**config.mk**
```make
export PLATFORM = sky130hd
export DESIGN_NAME = analog_channel_value_conditioner
export DESIGN_NICKNAME = d
export VERILOG_FILES = /design/src/conditioner_pkg.sv /design/src/point_scaler.sv /design/src/analog_channel_value_conditioner.sv
export SDC_FILE = /design/constraint.sdc
export NUM_CORES = 2
export LEC_CHECK = 0
export BUFFER_PORTS_ARGS = -buffer_cell sky130_fd_sc_hd__buf_2
export CAP_MARGIN = 20
export CORE_MARGIN = 1.5
export CORE_UTILIZATION = 35
export DETAILED_ROUTE_END_ITERATION = 16
export GPL_ROUTABILITY_DRIVEN = 1
export PLACE_DENSITY = 0.5
export SYNTH_ARGS = -nofsm -noshare
export SYNTH_HDL_FRONTEND = slang
export SYNTH_SLANG_ARGS = --single-unit
```
**constraint.sdc**
```tcl
create_clock -name pclk -period 21.2 [get_ports pclk]
set_clock_uncertainty 0.2 [all_clocks]
set_input_delay 1.06 -clock pclk [delete_from_list [all_inputs] [get_ports pclk]]
set_output_delay 1.06 -clock pclk [all_outputs]
set_load 0.02 [all_outputs]
```
**src/conditioner_pkg.sv**
```systemverilog
// Purpose: Shared constants and types of the channel value conditioner
// Assumes: APB with 32-bit data, byte addresses, one word per register
// Notes: Percent values are signed Q2.14, 16'h4000 stands for 100 percent
package conditioner_pkg;
  localparam int NUM_CH = 4;
  localparam int PCT_SHIFT = 14;
  localparam logic signed [15:0] PCT_FULL = 16'sh4000;

  // Register byte offsets
  localparam logic [7:0] OFS_CTRL = 8'h00;
  localparam logic [7:0] OFS_FCNT = 8'h04;
  localparam logic [7:0] OFS_LOWER = 8'h08;
  localparam logic [7:0] OFS_START = 8'h0C;
  localparam logic [7:0] OFS_END = 8'h10;
  localparam logic [7:0] OFS_UPPER = 8'h14;
  localparam logic [7:0] OFS_SIM = 8'h18;
  localparam logic [7:0] OFS_SUBST = 8'h1C;
  localparam logic [7:0] OFS_EXTCJC = 8'h20;
  localparam logic [7:0] OFS_CHAN0 = 8'h24;
  localparam logic [7:0] OFS_CHAN_END = 8'h34;

  // Control word fields
  localparam int CTRL_ACTIVE = 0;
  localparam int CTRL_MON = 1;
  localparam int CTRL_CJC = 2;
  localparam int CTRL_SIMINV = 3;
  localparam int CTRL_SIM = 4;
  localparam int CTRL_EMODE = 8;

  // Channel word layout
  localparam int STATUS_W = 4;
  localparam int FAULT_BIT = 1;

  // Scaling span inside which status bits are carried
  localparam logic [15:0] SPAN_MIN = 16'h2710;
  localparam logic [15:0] SPAN_MAX = 16'hC350;

  // Reset values
  localparam logic RST_ACTIVE = 1'b0;
  localparam logic [7:0] FCNT_RST = 8'h0A;
  localparam logic [7:0] CNT_RST = 8'hFF;
  localparam logic [15:0] LOWER_RST = 16'h0000;
  localparam logic [15:0] START_RST = SPAN_MIN;
  localparam logic [15:0] END_RST = SPAN_MAX;
  localparam logic [15:0] UPPER_RST = 16'hEA60;
  localparam logic [15:0] PCT_RST = 16'h0000;

  typedef enum logic [1:0] {
    ERR_CURRENT = 2'b00,
    ERR_SUBST = 2'b01,
    ERR_HOLD = 2'b11
  } err_mode_t;
endpackage

```
**src/point_scaler.sv**
```systemverilog
// Purpose: Map a percent value onto points and clamp it to the limits
// Assumes: Start and end are unsigned points, percent is signed Q2.14
// Notes: Purely combinational; the caller registers the result
`timescale 1ns/1ps
module point_scaler
  import conditioner_pkg::*;
(
  input logic signed [15:0] pct,
  input logic [15:0] lower,
  input logic [15:0] start,
  input logic [15:0] stop,
  input logic [15:0] upper,
  output logic [15:0] points
);
  logic signed [17:0] span;
  logic signed [33:0] prod;
  logic signed [19:0] raw;

  always_comb begin
    span = $signed({2'b00, stop}) - $signed({2'b00, start});
    prod = pct * span;
    raw = $signed({4'h0, start}) + 20'(prod >>> PCT_SHIFT);
    // Lower limit checked first, so a crossed pair yields the lower limit only for raw values below it, else the upper limit
    if (raw < $signed({4'h0, lower})) begin
      points = lower;
    end else if (raw > $signed({4'h0, upper})) begin
      points = upper;
    end else begin
      points = raw[15:0];
    end
  end
endmodule

```
**src/analog_channel_value_conditioner.sv**
```systemverilog
// Purpose: Per-channel value conditioning of a four-channel thermocouple input
// Assumes: One measurement strobe per channel per measuring cycle, same clock
// Notes: Channel words go out one per strobe while active, one cycle after the strobe
//
// What this block does
// - Normal mode forwards compensated field value
// - Simulation mode forwards configured simulation value
// - Current-value strategy forwards field value despite fault
// - Substitute strategy forwards configured substitute on fault
// - Fault replacement values carry invalid-data flag
// - Hold strategy forwards last valid value
// - Good again only after clean cycle count
// - Lower limit is smallest output value
// - Range start maps zero percent
// - Range end maps hundred percent
// - Upper limit is largest output value
// - Channels follow the module-wide active setting
// - Internal or external cold junction selectable
// - External junction uses configured reference temperature
// - Word low four bits status, bit one fault
// - Status omitted when scaling leaves span
//
// The register offsets and the APB register port were decided locally.
`timescale 1ns/1ps
module analog_channel_value_conditioner
  import conditioner_pkg::*;
(
  input logic pclk,
  input logic presetn,
  input logic [7:0] paddr,
  input logic psel,
  input logic penable,
  input logic pwrite,
  input logic [31:0] pwdata,
  output logic [31:0] prdata,
  output logic pready,
  output logic pslverr,
  input logic meas_valid,
  input logic [1:0] meas_chan,
  input logic signed [15:0] meas_value,
  input logic meas_fault,
  input logic signed [15:0] int_cjc_temp,
  output logic out_valid,
  output logic [1:0] out_chan,
  output logic [15:0] out_word,
  output logic out_invalid
);
  // Configuration registers
  logic active_q, active_d;
  logic mon_q, mon_d;
  logic cjc_ext_q, cjc_ext_d;
  logic sim_inv_q, sim_inv_d;
  logic [NUM_CH-1:0] sim_en_q, sim_en_d;
  logic [NUM_CH-1:0][1:0] emode_q, emode_d;
  logic [7:0] fcnt_q, fcnt_d;
  logic [15:0] lower_q, lower_d;
  logic [15:0] start_q, start_d;
  logic [15:0] end_q, end_d;
  logic [15:0] upper_q, upper_d;
  logic signed [15:0] sim_pct_q, sim_pct_d;
  logic signed [15:0] subst_pct_q, subst_pct_d;
  logic signed [15:0] ext_cjc_q, ext_cjc_d;
  logic [31:0] prdata_q, prdata_d;
  logic pready_q, pready_d;
  logic pslverr_q, pslverr_d;
  logic [31:0] ctrl_rd;

  // Channel state
  logic [NUM_CH-1:0][7:0] cnt_q, cnt_d;
  logic [NUM_CH-1:0][15:0] last_q, last_d;
  logic [NUM_CH-1:0][15:0] word_q, word_d;
  logic [NUM_CH-1:0] inv_q, inv_d;
  logic [NUM_CH-1:0] bad_q, bad_d;
  logic out_valid_q, out_valid_d;
  logic [1:0] out_chan_q, out_chan_d;
  logic [15:0] out_word_q, out_word_d;
  logic out_invalid_q, out_invalid_d;

  logic signed [15:0] cold_junction_compensation;
  logic signed [15:0] field_pct;
  logic signed [15:0] sel_pct;
  logic sel_inv;
  logic fault_now;
  logic bad_now;
  logic [7:0] cnt_n;
  logic status_on;
  logic [STATUS_W-1:0] stat;
  logic [15:0] points;

  function automatic logic in_chan_window(input logic [7:0] a);
    return (a >= OFS_CHAN0) && (a < OFS_CHAN_END) && (a[1:0] == 2'b00);
  endfunction

  function automatic logic [1:0] chan_of(input logic [7:0] a);
    return 2'(a[7:2] - OFS_CHAN0[7:2]);
  endfunction

  assign ctrl_rd = {16'h0000, emode_q, sim_en_q, sim_inv_q, cjc_ext_q, mon_q, active_q};

  // Register bus: one wait state, answer registered
  always_comb begin
    active_d = active_q;
    mon_d = mon_q;
    cjc_ext_d = cjc_ext_q;
    sim_inv_d = sim_inv_q;
    sim_en_d = sim_en_q;
    emode_d = emode_q;
    fcnt_d = fcnt_q;
    lower_d = lower_q;
    start_d = start_q;
    end_d = end_q;
    upper_d = upper_q;
    sim_pct_d = sim_pct_q;
    subst_pct_d = subst_pct_q;
    ext_cjc_d = ext_cjc_q;
    prdata_d = 32'h0000_0000;
    pslverr_d = 1'b0;
    pready_d = psel & penable & ~pready_q;
    if (pready_d) begin
      unique case (paddr)
        OFS_CTRL: begin
          prdata_d = ctrl_rd;
          if (pwrite) begin
            active_d = pwdata[CTRL_ACTIVE];
            mon_d = pwdata[CTRL_MON];
            cjc_ext_d = pwdata[CTRL_CJC];
            sim_inv_d = pwdata[CTRL_SIMINV];
            sim_en_d = pwdata[CTRL_SIM +: NUM_CH];
            emode_d = pwdata[CTRL_EMODE +: 2*NUM_CH];
          end
        end
        OFS_FCNT: begin
          prdata_d = {24'h00_0000, fcnt_q};
          if (pwrite) begin
            fcnt_d = pwdata[7:0];
          end
        end
        OFS_LOWER: begin
          prdata_d = {16'h0000, lower_q};
          if (pwrite) begin
            lower_d = pwdata[15:0];
          end
        end
        OFS_START: begin
          prdata_d = {16'h0000, start_q};
          if (pwrite) begin
            start_d = pwdata[15:0];
          end
        end
        OFS_END: begin
          prdata_d = {16'h0000, end_q};
          if (pwrite) begin
            end_d = pwdata[15:0];
          end
        end
        OFS_UPPER: begin
          prdata_d = {16'h0000, upper_q};
          if (pwrite) begin
            upper_d = pwdata[15:0];
          end
        end
        OFS_SIM: begin
          prdata_d = {16'h0000, sim_pct_q};
          if (pwrite) begin
            sim_pct_d = pwdata[15:0];
          end
        end
        OFS_SUBST: begin
          prdata_d = {16'h0000, subst_pct_q};
          if (pwrite) begin
            subst_pct_d = pwdata[15:0];
          end
        end
        OFS_EXTCJC: begin
          prdata_d = {16'h0000, ext_cjc_q};
          if (pwrite) begin
            ext_cjc_d = pwdata[15:0];
          end
        end
        default: begin
          // Channel words are read-only; writes there are dropped quietly
          if (in_chan_window(paddr)) begin
            prdata_d = {14'h0000, inv_q[chan_of(paddr)], bad_q[chan_of(paddr)],
                        word_q[chan_of(paddr)]};
          end else begin
            pslverr_d = 1'b1;
          end
        end
      endcase
    end
  end

  always_ff @(posedge pclk or negedge presetn) begin
    if (!presetn) begin
      active_q <= RST_ACTIVE;
      mon_q <= 1'b0;
      cjc_ext_q <= 1'b0;
      sim_inv_q <= 1'b0;
      sim_en_q <= '0;
      emode_q <= {NUM_CH{ERR_CURRENT}};
      fcnt_q <= FCNT_RST;
      lower_q <= LOWER_RST;
      start_q <= START_RST;
      end_q <= END_RST;
      upper_q <= UPPER_RST;
      sim_pct_q <= PCT_RST;
      subst_pct_q <= PCT_RST;
      ext_cjc_q <= PCT_RST;
      prdata_q <= 32'h0000_0000;
      pready_q <= 1'b0;
      pslverr_q <= 1'b0;
    end else begin
      active_q <= active_d;
      mon_q <= mon_d;
      cjc_ext_q <= cjc_ext_d;
      sim_inv_q <= sim_inv_d;
      sim_en_q <= sim_en_d;
      emode_q <= emode_d;
      fcnt_q <= fcnt_d;
      lower_q <= lower_d;
      start_q <= start_d;
      end_q <= end_d;
      upper_q <= upper_d;
      sim_pct_q <= sim_pct_d;
      subst_pct_q <= subst_pct_d;
      ext_cjc_q <= ext_cjc_d;
      prdata_q <= prdata_d;
      pready_q <= pready_d;
      pslverr_q <= pslverr_d;
    end
  end

  point_scaler u_scaler (
    .pct(sel_pct),
    .lower(lower_q),
    .start(start_q),
    .stop(end_q),
    .upper(upper_q),
    .points(points)
  );

  // Measurement path
  always_comb begin
    cnt_d = cnt_q;
    last_d = last_q;
    word_d = word_q;
    inv_d = inv_q;
    bad_d = bad_q;
    out_valid_d = 1'b0;
    out_chan_d = out_chan_q;
    out_word_d = out_word_q;
    out_invalid_d = out_invalid_q;
    cold_junction_compensation = cjc_ext_q ? ext_cjc_q : int_cjc_temp;
    field_pct = meas_value + cold_junction_compensation;
    fault_now = mon_q & meas_fault;
    // The clean measurement that reaches the count is itself reported good
    if (fault_now) begin
      cnt_n = 8'h00;
    end else if (cnt_q[meas_chan] < fcnt_q) begin
      cnt_n = cnt_q[meas_chan] + 8'h01;
    end else begin
      cnt_n = cnt_q[meas_chan];
    end
    bad_now = mon_q & (fault_now | (cnt_n < fcnt_q));
    sel_pct = field_pct;
    sel_inv = 1'b0;
    if (sim_en_q[meas_chan]) begin
      sel_pct = sim_pct_q;
      sel_inv = sim_inv_q;
    end else if (bad_now) begin
      unique case (err_mode_t'(emode_q[meas_chan]))
        ERR_SUBST: begin
          sel_pct = subst_pct_q;
          sel_inv = 1'b1;
        end
        ERR_HOLD: begin
          sel_pct = last_q[meas_chan];
          sel_inv = 1'b1;
        end
        default: begin
          sel_pct = field_pct;
          sel_inv = 1'b0;
        end
      endcase
    end
    status_on = (start_q >= SPAN_MIN) && (end_q <= SPAN_MAX);
    stat = '0;
    stat[FAULT_BIT] = bad_now;
    if (meas_valid && active_q) begin
      cnt_d[meas_chan] = cnt_n;
      if (!bad_now && !sim_en_q[meas_chan]) begin
        last_d[meas_chan] = field_pct;
      end
      out_valid_d = 1'b1;
      out_chan_d = meas_chan;
      out_word_d = status_on ? {points[15:STATUS_W], stat} : points;
      out_invalid_d = sel_inv;
      word_d[meas_chan] = out_word_d;
      inv_d[meas_chan] = sel_inv;
      bad_d[meas_chan] = bad_now;
    end
  end

  always_ff @(posedge pclk or negedge presetn) begin
    if (!presetn) begin
      cnt_q <= {NUM_CH{CNT_RST}};
      last_q <= '0;
      word_q <= '0;
      inv_q <= '0;
      bad_q <= '0;
      out_valid_q <= 1'b0;
      out_chan_q <= 2'h0;
      out_word_q <= 16'h0000;
      out_invalid_q <= 1'b0;
    end else begin
      cnt_q <= cnt_d;
      last_q <= last_d;
      word_q <= word_d;
      inv_q <= inv_d;
      bad_q <= bad_d;
      out_valid_q <= out_valid_d;
      out_chan_q <= out_chan_d;
      out_word_q <= out_word_d;
      out_invalid_q <= out_invalid_d;
    end
  end

  assign prdata = prdata_q;
  assign pready = pready_q;
  assign pslverr = pslverr_q;
  assign out_valid = out_valid_q;
  assign out_chan = out_chan_q;
  assign out_word = out_word_q;
  assign out_invalid = out_invalid_q;
endmodule

```
======== Word level (Yosys, flattened, before mapping) ========
Cells that the tools add are included.
word-level totals
  input port bits ......................... 81
  register bits ........................... 358
  word-level logic and storage cells ...... 137
  output and inout port bits .............. 54
cells by class
  magnitude comparators ................... 11
  equality and inequality tests ........... 10
  muxes and demuxes ....................... 44
  bitwise gates (word level) .............. 6
  $add $sub $neg .......................... 5
  multiply operators ...................... 1
  reductions and logical operators ........ 22
operator list
  operator                                                                               number
  18-bit one-hot mux with 9 select lines                                                 1
  64-bit bitwise mux                                                                     2
  16-bit 2-to-1 mux                                                                      8
  16-bit binary-select mux with 2-bit select                                             2
  18-bit 2-to-1 mux                                                                      2
  16-bit by 17-bit multiplier with 33-bit output                                         1
  32-bit bitwise mux                                                                     1
  16-bit demux with 2-bit select                                                         1
  8-bit by 5-bit == test with 1-bit output, second input constant                        4
  8-bit 2-to-1 mux                                                                       4
  16-bit one-hot mux with 2 select lines                                                 1
  3-bit AND reduction                                                                    9
  17-bit by 20-bit adder with 20-bit output                                              1
  20-bit by 17-bit > comparator with 1-bit output                                        1
  20-bit by 17-bit less-than comparator with 1-bit output                                1
  16-bit by 16-bit subtractor with 17-bit output                                         1
  16-bit adder                                                                           1
  8-bit binary-select mux with 2-bit select                                              1
  8-bit demux with 2-bit select                                                          1
  8-bit by 4-bit == test with 1-bit output, second input constant                        2
  16-bit by 14-bit greater-or-equal comparator with 1-bit output, second input constant  1
  16-bit less-or-equal comparator, second input constant                                 1
  8-bit less-than comparator                                                             2
  1-bit 2-to-1 mux                                                                       11
  26 further kinds                                                                       39

======== Logic depth before layout (Yosys ltp) ========
  depth after elaboration ................. 17
  gate-level depth with buffers ........... 73
  mapped depth without buffers ............ 66

======== Modules after synthesis ========
A second synthesis with hierarchy kept.
second synthesis, totals
  cell total of the unflattened synthesis .. 3050
  area, all modules ....................... 30802.0 um^2
modules (own cells, without submodules)
  module                            area each (um^2)  cells an instance  instances  seq. area each (um^2)
  analog_channel_value_conditioner  17100.2           1422               1          8673.3
  point_scaler                      13701.9           1628               1          0.0

======== Least setup slack after synthesis ========
Ideal clock, no wire load.
  kind .................................... input to register
  start ................................... input port meas_chan[0]
  end ..................................... register word_q[0] (netlist bit)
  slack ................................... 4256 ps
  data required time ...................... 20858 ps
  arrival ................................. 16602 ps
  stages .................................. 68
  setup time .............................. 142 ps
  buffers on the path ..................... 7
  cells stage by stage .................... buf_2 buf_1 clkbuf_1 clkbuf_1 mux4_2 ha_1 and4_1 o311a_1 a2111oi_4 and4_1 and3_1 xnor2_1 or2_2 inv_1 ha_1 a21oi_1 o2111ai_1 nor4b_2 [... 32 more ...] a21oi_1 nor3_1 a2111oi_0 xnor2_1 ha_1 and4_1 and2_1 o21ai_0 nand2_1 a21oi_1 a21oi_1 o2111ai_1 o21ai_0 a31oi_2 clkbuf_2 nor3_1 o31ai_1 o21ai_0
on the way
  cells in the longest elaborated chain, start to end .. 17
  elaborated cells on any way between the ends .. 33
  classes of those cells .................. add/sub (2); mul (1); order compare (6); eq/ne (2); mux (19); bitwise (2); reduce/logical (1)
ends and longest elaborated chain
  element                                                                               RTL line                                                                                                                   source
  from (decl)                                                                           analog_channel_value_conditioner.sv:39                                                                                     input logic [1:0] meas_chan,
  8-bit binary-select mux with 2-bit select (*)                                         analog_channel_value_conditioner.sv:259, analog_channel_value_conditioner.sv:260, analog_channel_value_conditioner.sv:262
  8-bit 2-to-1 mux (implied by the code) (*)                                            analog_channel_value_conditioner.sv:259, analog_channel_value_conditioner.sv:260, analog_channel_value_conditioner.sv:262
  8-bit by 1-bit adder with 8-bit output or 8-bit less-than comparator (tied branches)  analog_channel_value_conditioner.sv:260, analog_channel_value_conditioner.sv:259
  8-bit 2-to-1 mux (*)                                                                  analog_channel_value_conditioner.sv:259                                                                                    end else if (cnt_q[meas_chan] < fcnt_q) begin
  8-bit 2-to-1 mux (*)                                                                  analog_channel_value_conditioner.sv:257                                                                                    if (fault_now) begin
  named net cnt_n[5]                                                                    analog_channel_value_conditioner.sv:85                                                                                     logic [7:0] cnt_n;
  8-bit less-than comparator (*)                                                        analog_channel_value_conditioner.sv:264                                                                                    bad_now = mon_q & (fault_now | (cnt_n < fcnt_q));
  1-bit bitwise OR (*)                                                                  analog_channel_value_conditioner.sv:264
  [... 2 more ...]                                                                      n/a
  16-bit 2-to-1 mux (*)                                                                 analog_channel_value_conditioner.sv:267                                                                                    if (sim_en_q[meas_chan]) begin
  16-bit by 17-bit multiplier with 33-bit output (*)                                    point_scaler.sv:21                                                                                                         prod = pct * span;
  17-bit by 20-bit adder with 20-bit output (*)                                         point_scaler.sv:22                                                                                                         raw = $signed({4'h0, start}) + 20'(prod >>> PCT_SHIFT);
  20-bit by 17-bit > comparator with 1-bit output                                       point_scaler.sv:26                                                                                                         end else if (raw > $signed({4'h0, upper})) begin
  16-bit 2-to-1 mux                                                                     point_scaler.sv:26
  16-bit 2-to-1 mux (*)                                                                 point_scaler.sv:24                                                                                                         if (raw < $signed({4'h0, lower})) begin
  4-bit 2-to-1 mux (*)                                                                  analog_channel_value_conditioner.sv:296                                                                                    out_word_d = status_on ? {points[15:STATUS_W], stat} : points;
  64-bit bitwise mux (*)                                                                analog_channel_value_conditioner.sv:298                                                                                    word_d[meas_chan] = out_word_d;
  to (signal assigned)                                                                  analog_channel_value_conditioner.sv:318                                                                                    word_q <= word_d;
  to (decl)                                                                             analog_channel_value_conditioner.sv:71                                                                                     logic [NUM_CH-1:0][15:0] word_q, word_d;
Mark *: on every way through the listed nets, which the timed path passes. The rest lies on a longest branch. The select of a mux whose other input is x is not followed.
A chain may end at the register's enable or synchronous reset.

======== Worst setup path in the final report ========
Ends and elaborated chain as after synthesis.

==> flow_metrics.tcl <==
set metrics [dict create \
    worst_pin_slew_ns 1.120 \
    whs_path_depth 2 \
    syn_area_per_cell_um2 9.908 \
    gr-total-overflow 0 \
    cts_tree "yes" \
    die_y_um 293.0 \
    slowest_stage "o31ai_1" \
    ys_seq_elements 344 \
    die_w_um 293.0 \
    grt_max_degree 197 \
    arrival_ns 18.73 \
    startpoint_type "input pin" \
    hold_ws_ns 0.2760 \
    io-pin-count 135 \
    final-setup-viol-count 0 \
    synth.distinct_cells 75 \
    fmax_ghz 0.05400 \
    drc 0 \
    via_per_inst 5.396 \
    hold_class "reg -> reg" \
    place_inst 4080 \
    most-common-layout-cells "inv_1 (419), nand2_1 (374), dfrtp_1 (292), fa_1 (278), o21ai_0 (192)" \
    hold_viol 0 \
    synth_xor_area_share_pct 2.228 \
    postCtsSetupBuffers 0 \
    drive_above_1_share_pct 17.68 \
    syn_inst 2970 \
    whs_endpoint "word_q[10]" \
    critPathBufInv 7 \
    dieArea_um2 85830 \
    drtAntennaViolNets 0 \
    final_cells 4155 \
    synth_adder_area_share_pct 26.57 \
    reg2reg_to "word_q[0]" \
    r2r_setup_slack_ns 3.71 \
    maxCapViolations 0 \
    synthSimpleGateAreaFrac_pct 11.03 \
    synth_ff_type "dfrtp_1" \
    clk_latency_ns 0.57 \
    synth_warnings 0 \
    gp_congestion 0.9324 \
    portBuffers 104 \
    root_buffer "clkbuf_16" \
    async_flop_share_pct 100.0 \
    worstSetupPathType "in -> reg" \
    rsz0062_at_grt "no" \
    worst_setup_path_end_kind "flop" \
    clock_sinks 344 \
    max_slew_margin_pct 24.78 \
    num_vias 22420 \
    rr_startpoint "cnt_q[29]" \
    required_ns 21.41 \
    ff2ff_path_depth 61 \
    drtPass1Iterations 7 \
    slew_violations 0 \
    path_max_fanout 23 \
    hp-start "word_q[10]" \
    cts_buffer_depth 3 \
    cts.clk_slew.worst_paths_ns 0.06 \
    synth_edf_count 0 \
    wirelength_mm 95.24 \
    final_nets 3580 \
    wl_per_cell_um 22.92 \
    max_stage_delay_ns 0.78 \
    tns_ns 0 \
    first_global_vias 23740 \
    synth_top_family_by_area "adder cells" \
    grtUsageTotal_pct 22.59 \
    synth-seq-area-share_pct 29.47 \
    hold_buffers 0 \
    design_area_um2 32590 \
    path_delay_family "compound AO/OA/AOI/OAI gates" \
    htreeDepth 2 \
    coreArea_um2 83420 \
    mostFrequentLayoutCell "inv_1" \
    start_util_pct 35.27 \
    status "completed" \
    cts_made_buffers 39 \
    cts-resized-gates 0 \
    synth_area_um2 29430 \
    antenna_found_initial 10 \
    finalCritPeriodShare_pct 87.35 \
    grt_pass1_wl_mm 147.5 \
    placed_area_um2 31190 \
    synth-compound-area-share_pct 12.42 \
    area_delta_synth_final_pct 10.76 \
    dp_hpwl_mm 73.82 \
    drtIter0Drc 1501 \
    synth.mux.area_fraction_pct 10.98 \
    final.min_clock_period_ns 18.52 \
    rows 106 \
]
==> worst register-to-register path, delay by kind of cell, from the launching register on <==
family          cells  cell delay, ns
compound gates     28            8.04
xor+xnor            3            0.55
fa+ha+maj          11            4.57
buf+inv             5            0.34
flops               1            0.36
mux                 2            1.09
simple gates       12            2.19
==> stage by stage <==
| stage | util, % | setup WS, ns |
|---|---|---|
| detailed placement | 37.39 | 2.353 |
| global placement | 37.36 | 2.426 |
| global route | 39.06 | 1.497 |
| CTS | 39.06 | 2.849 |
| finish | 39.07 | 2.683 |
| floorplan | - | 4.256 |
==> state kept, by name, indices dropped and copies added (netlist names), 18 cells and up <==
signal,cells
cnt_q,32
last_q,64
prdata,18
word_q,64
==> cell families after synthesis <==
family,count (synthesis)
DFF,344
AOI/OAI and AO/OA,556
xor gates and xnor gates,74
other,1
buffers and inverters,556
muxes,243
adders and majority gates,458
and+or+nand+nor,738
==> worst max-delay path by stage <==
stage	start	endpoint	slack, ns	cells past startpoint
final	meas_chan[0]	word_q[0]	2.68	63
after floorplan	meas_chan[0]	word_q[0]	4.26	68
after CTS	meas_chan[0]	word_q[32]	2.85	62
after global placement	meas_chan[0]	word_q[16]	2.43	61
after global routing	meas_chan[0]	word_q[0]	1.50	63
after detailed placement	meas_chan[0]	word_q[48]	2.35	66
==> metal layers <==
| layer | GRT usage (%) | wire length [um] |
|---|---|---|
| met1 | 30.72 | 41620 |
| met2 | 37.99 | 45910 |
| met3 | 2.625 | 4961 |
| met4 | 6.281 | 2715 |
| met5 | 0 | 41 |
==> cells in the mapped netlist, types with 16 or more instances <==
cell type	number	area, um^2
a21o_1	41	307.8
a21oi_1	74	370.4
a221oi_1	27	236.5
a22o_1	17	148.9
a22oi_1	18	135.1
a31oi_1	20	125.1
and2_1	46	287.8
and3_1	17	106.4
clkbuf_1	109	409.1
dfrtp_1	292	7307
dfstp_2	52	1366
fa_1	278	5565
ha_1	180	2252
inv_1	419	1573
mux2_2	179	2016
mux2i_1	18	180.2
mux4_2	45	1013
nand2_1	374	1404
nand2b_1	24	150.1
nand3_1	27	135.1
nor2_1	162	608.1
nor2b_1	22	137.6
nor3_1	21	105.1
o21a_1	26	195.2
o21ai_0	192	960.9
o21ai_1	32	160.2
xnor2_1	57	499.2
xor2_1	16	140.1
==> cell type report <==
cell class | instances | area, um^2
multi-input combinational | 2083 | 18670
fill | 8296 | 50830
timing repair buffer | 154 | 925.9
sequential | 344 | 8673
inverter | 419 | 1573
clock buffer | 52 | 1076
tap | 1080 | 1351
clock inverter | 20 | 319.1
antenna | 3 | 7.507
Power is left out: the tool's default activity adds up to more than one toggle a clock period on the data nets, which glitch-free logic cannot reach.
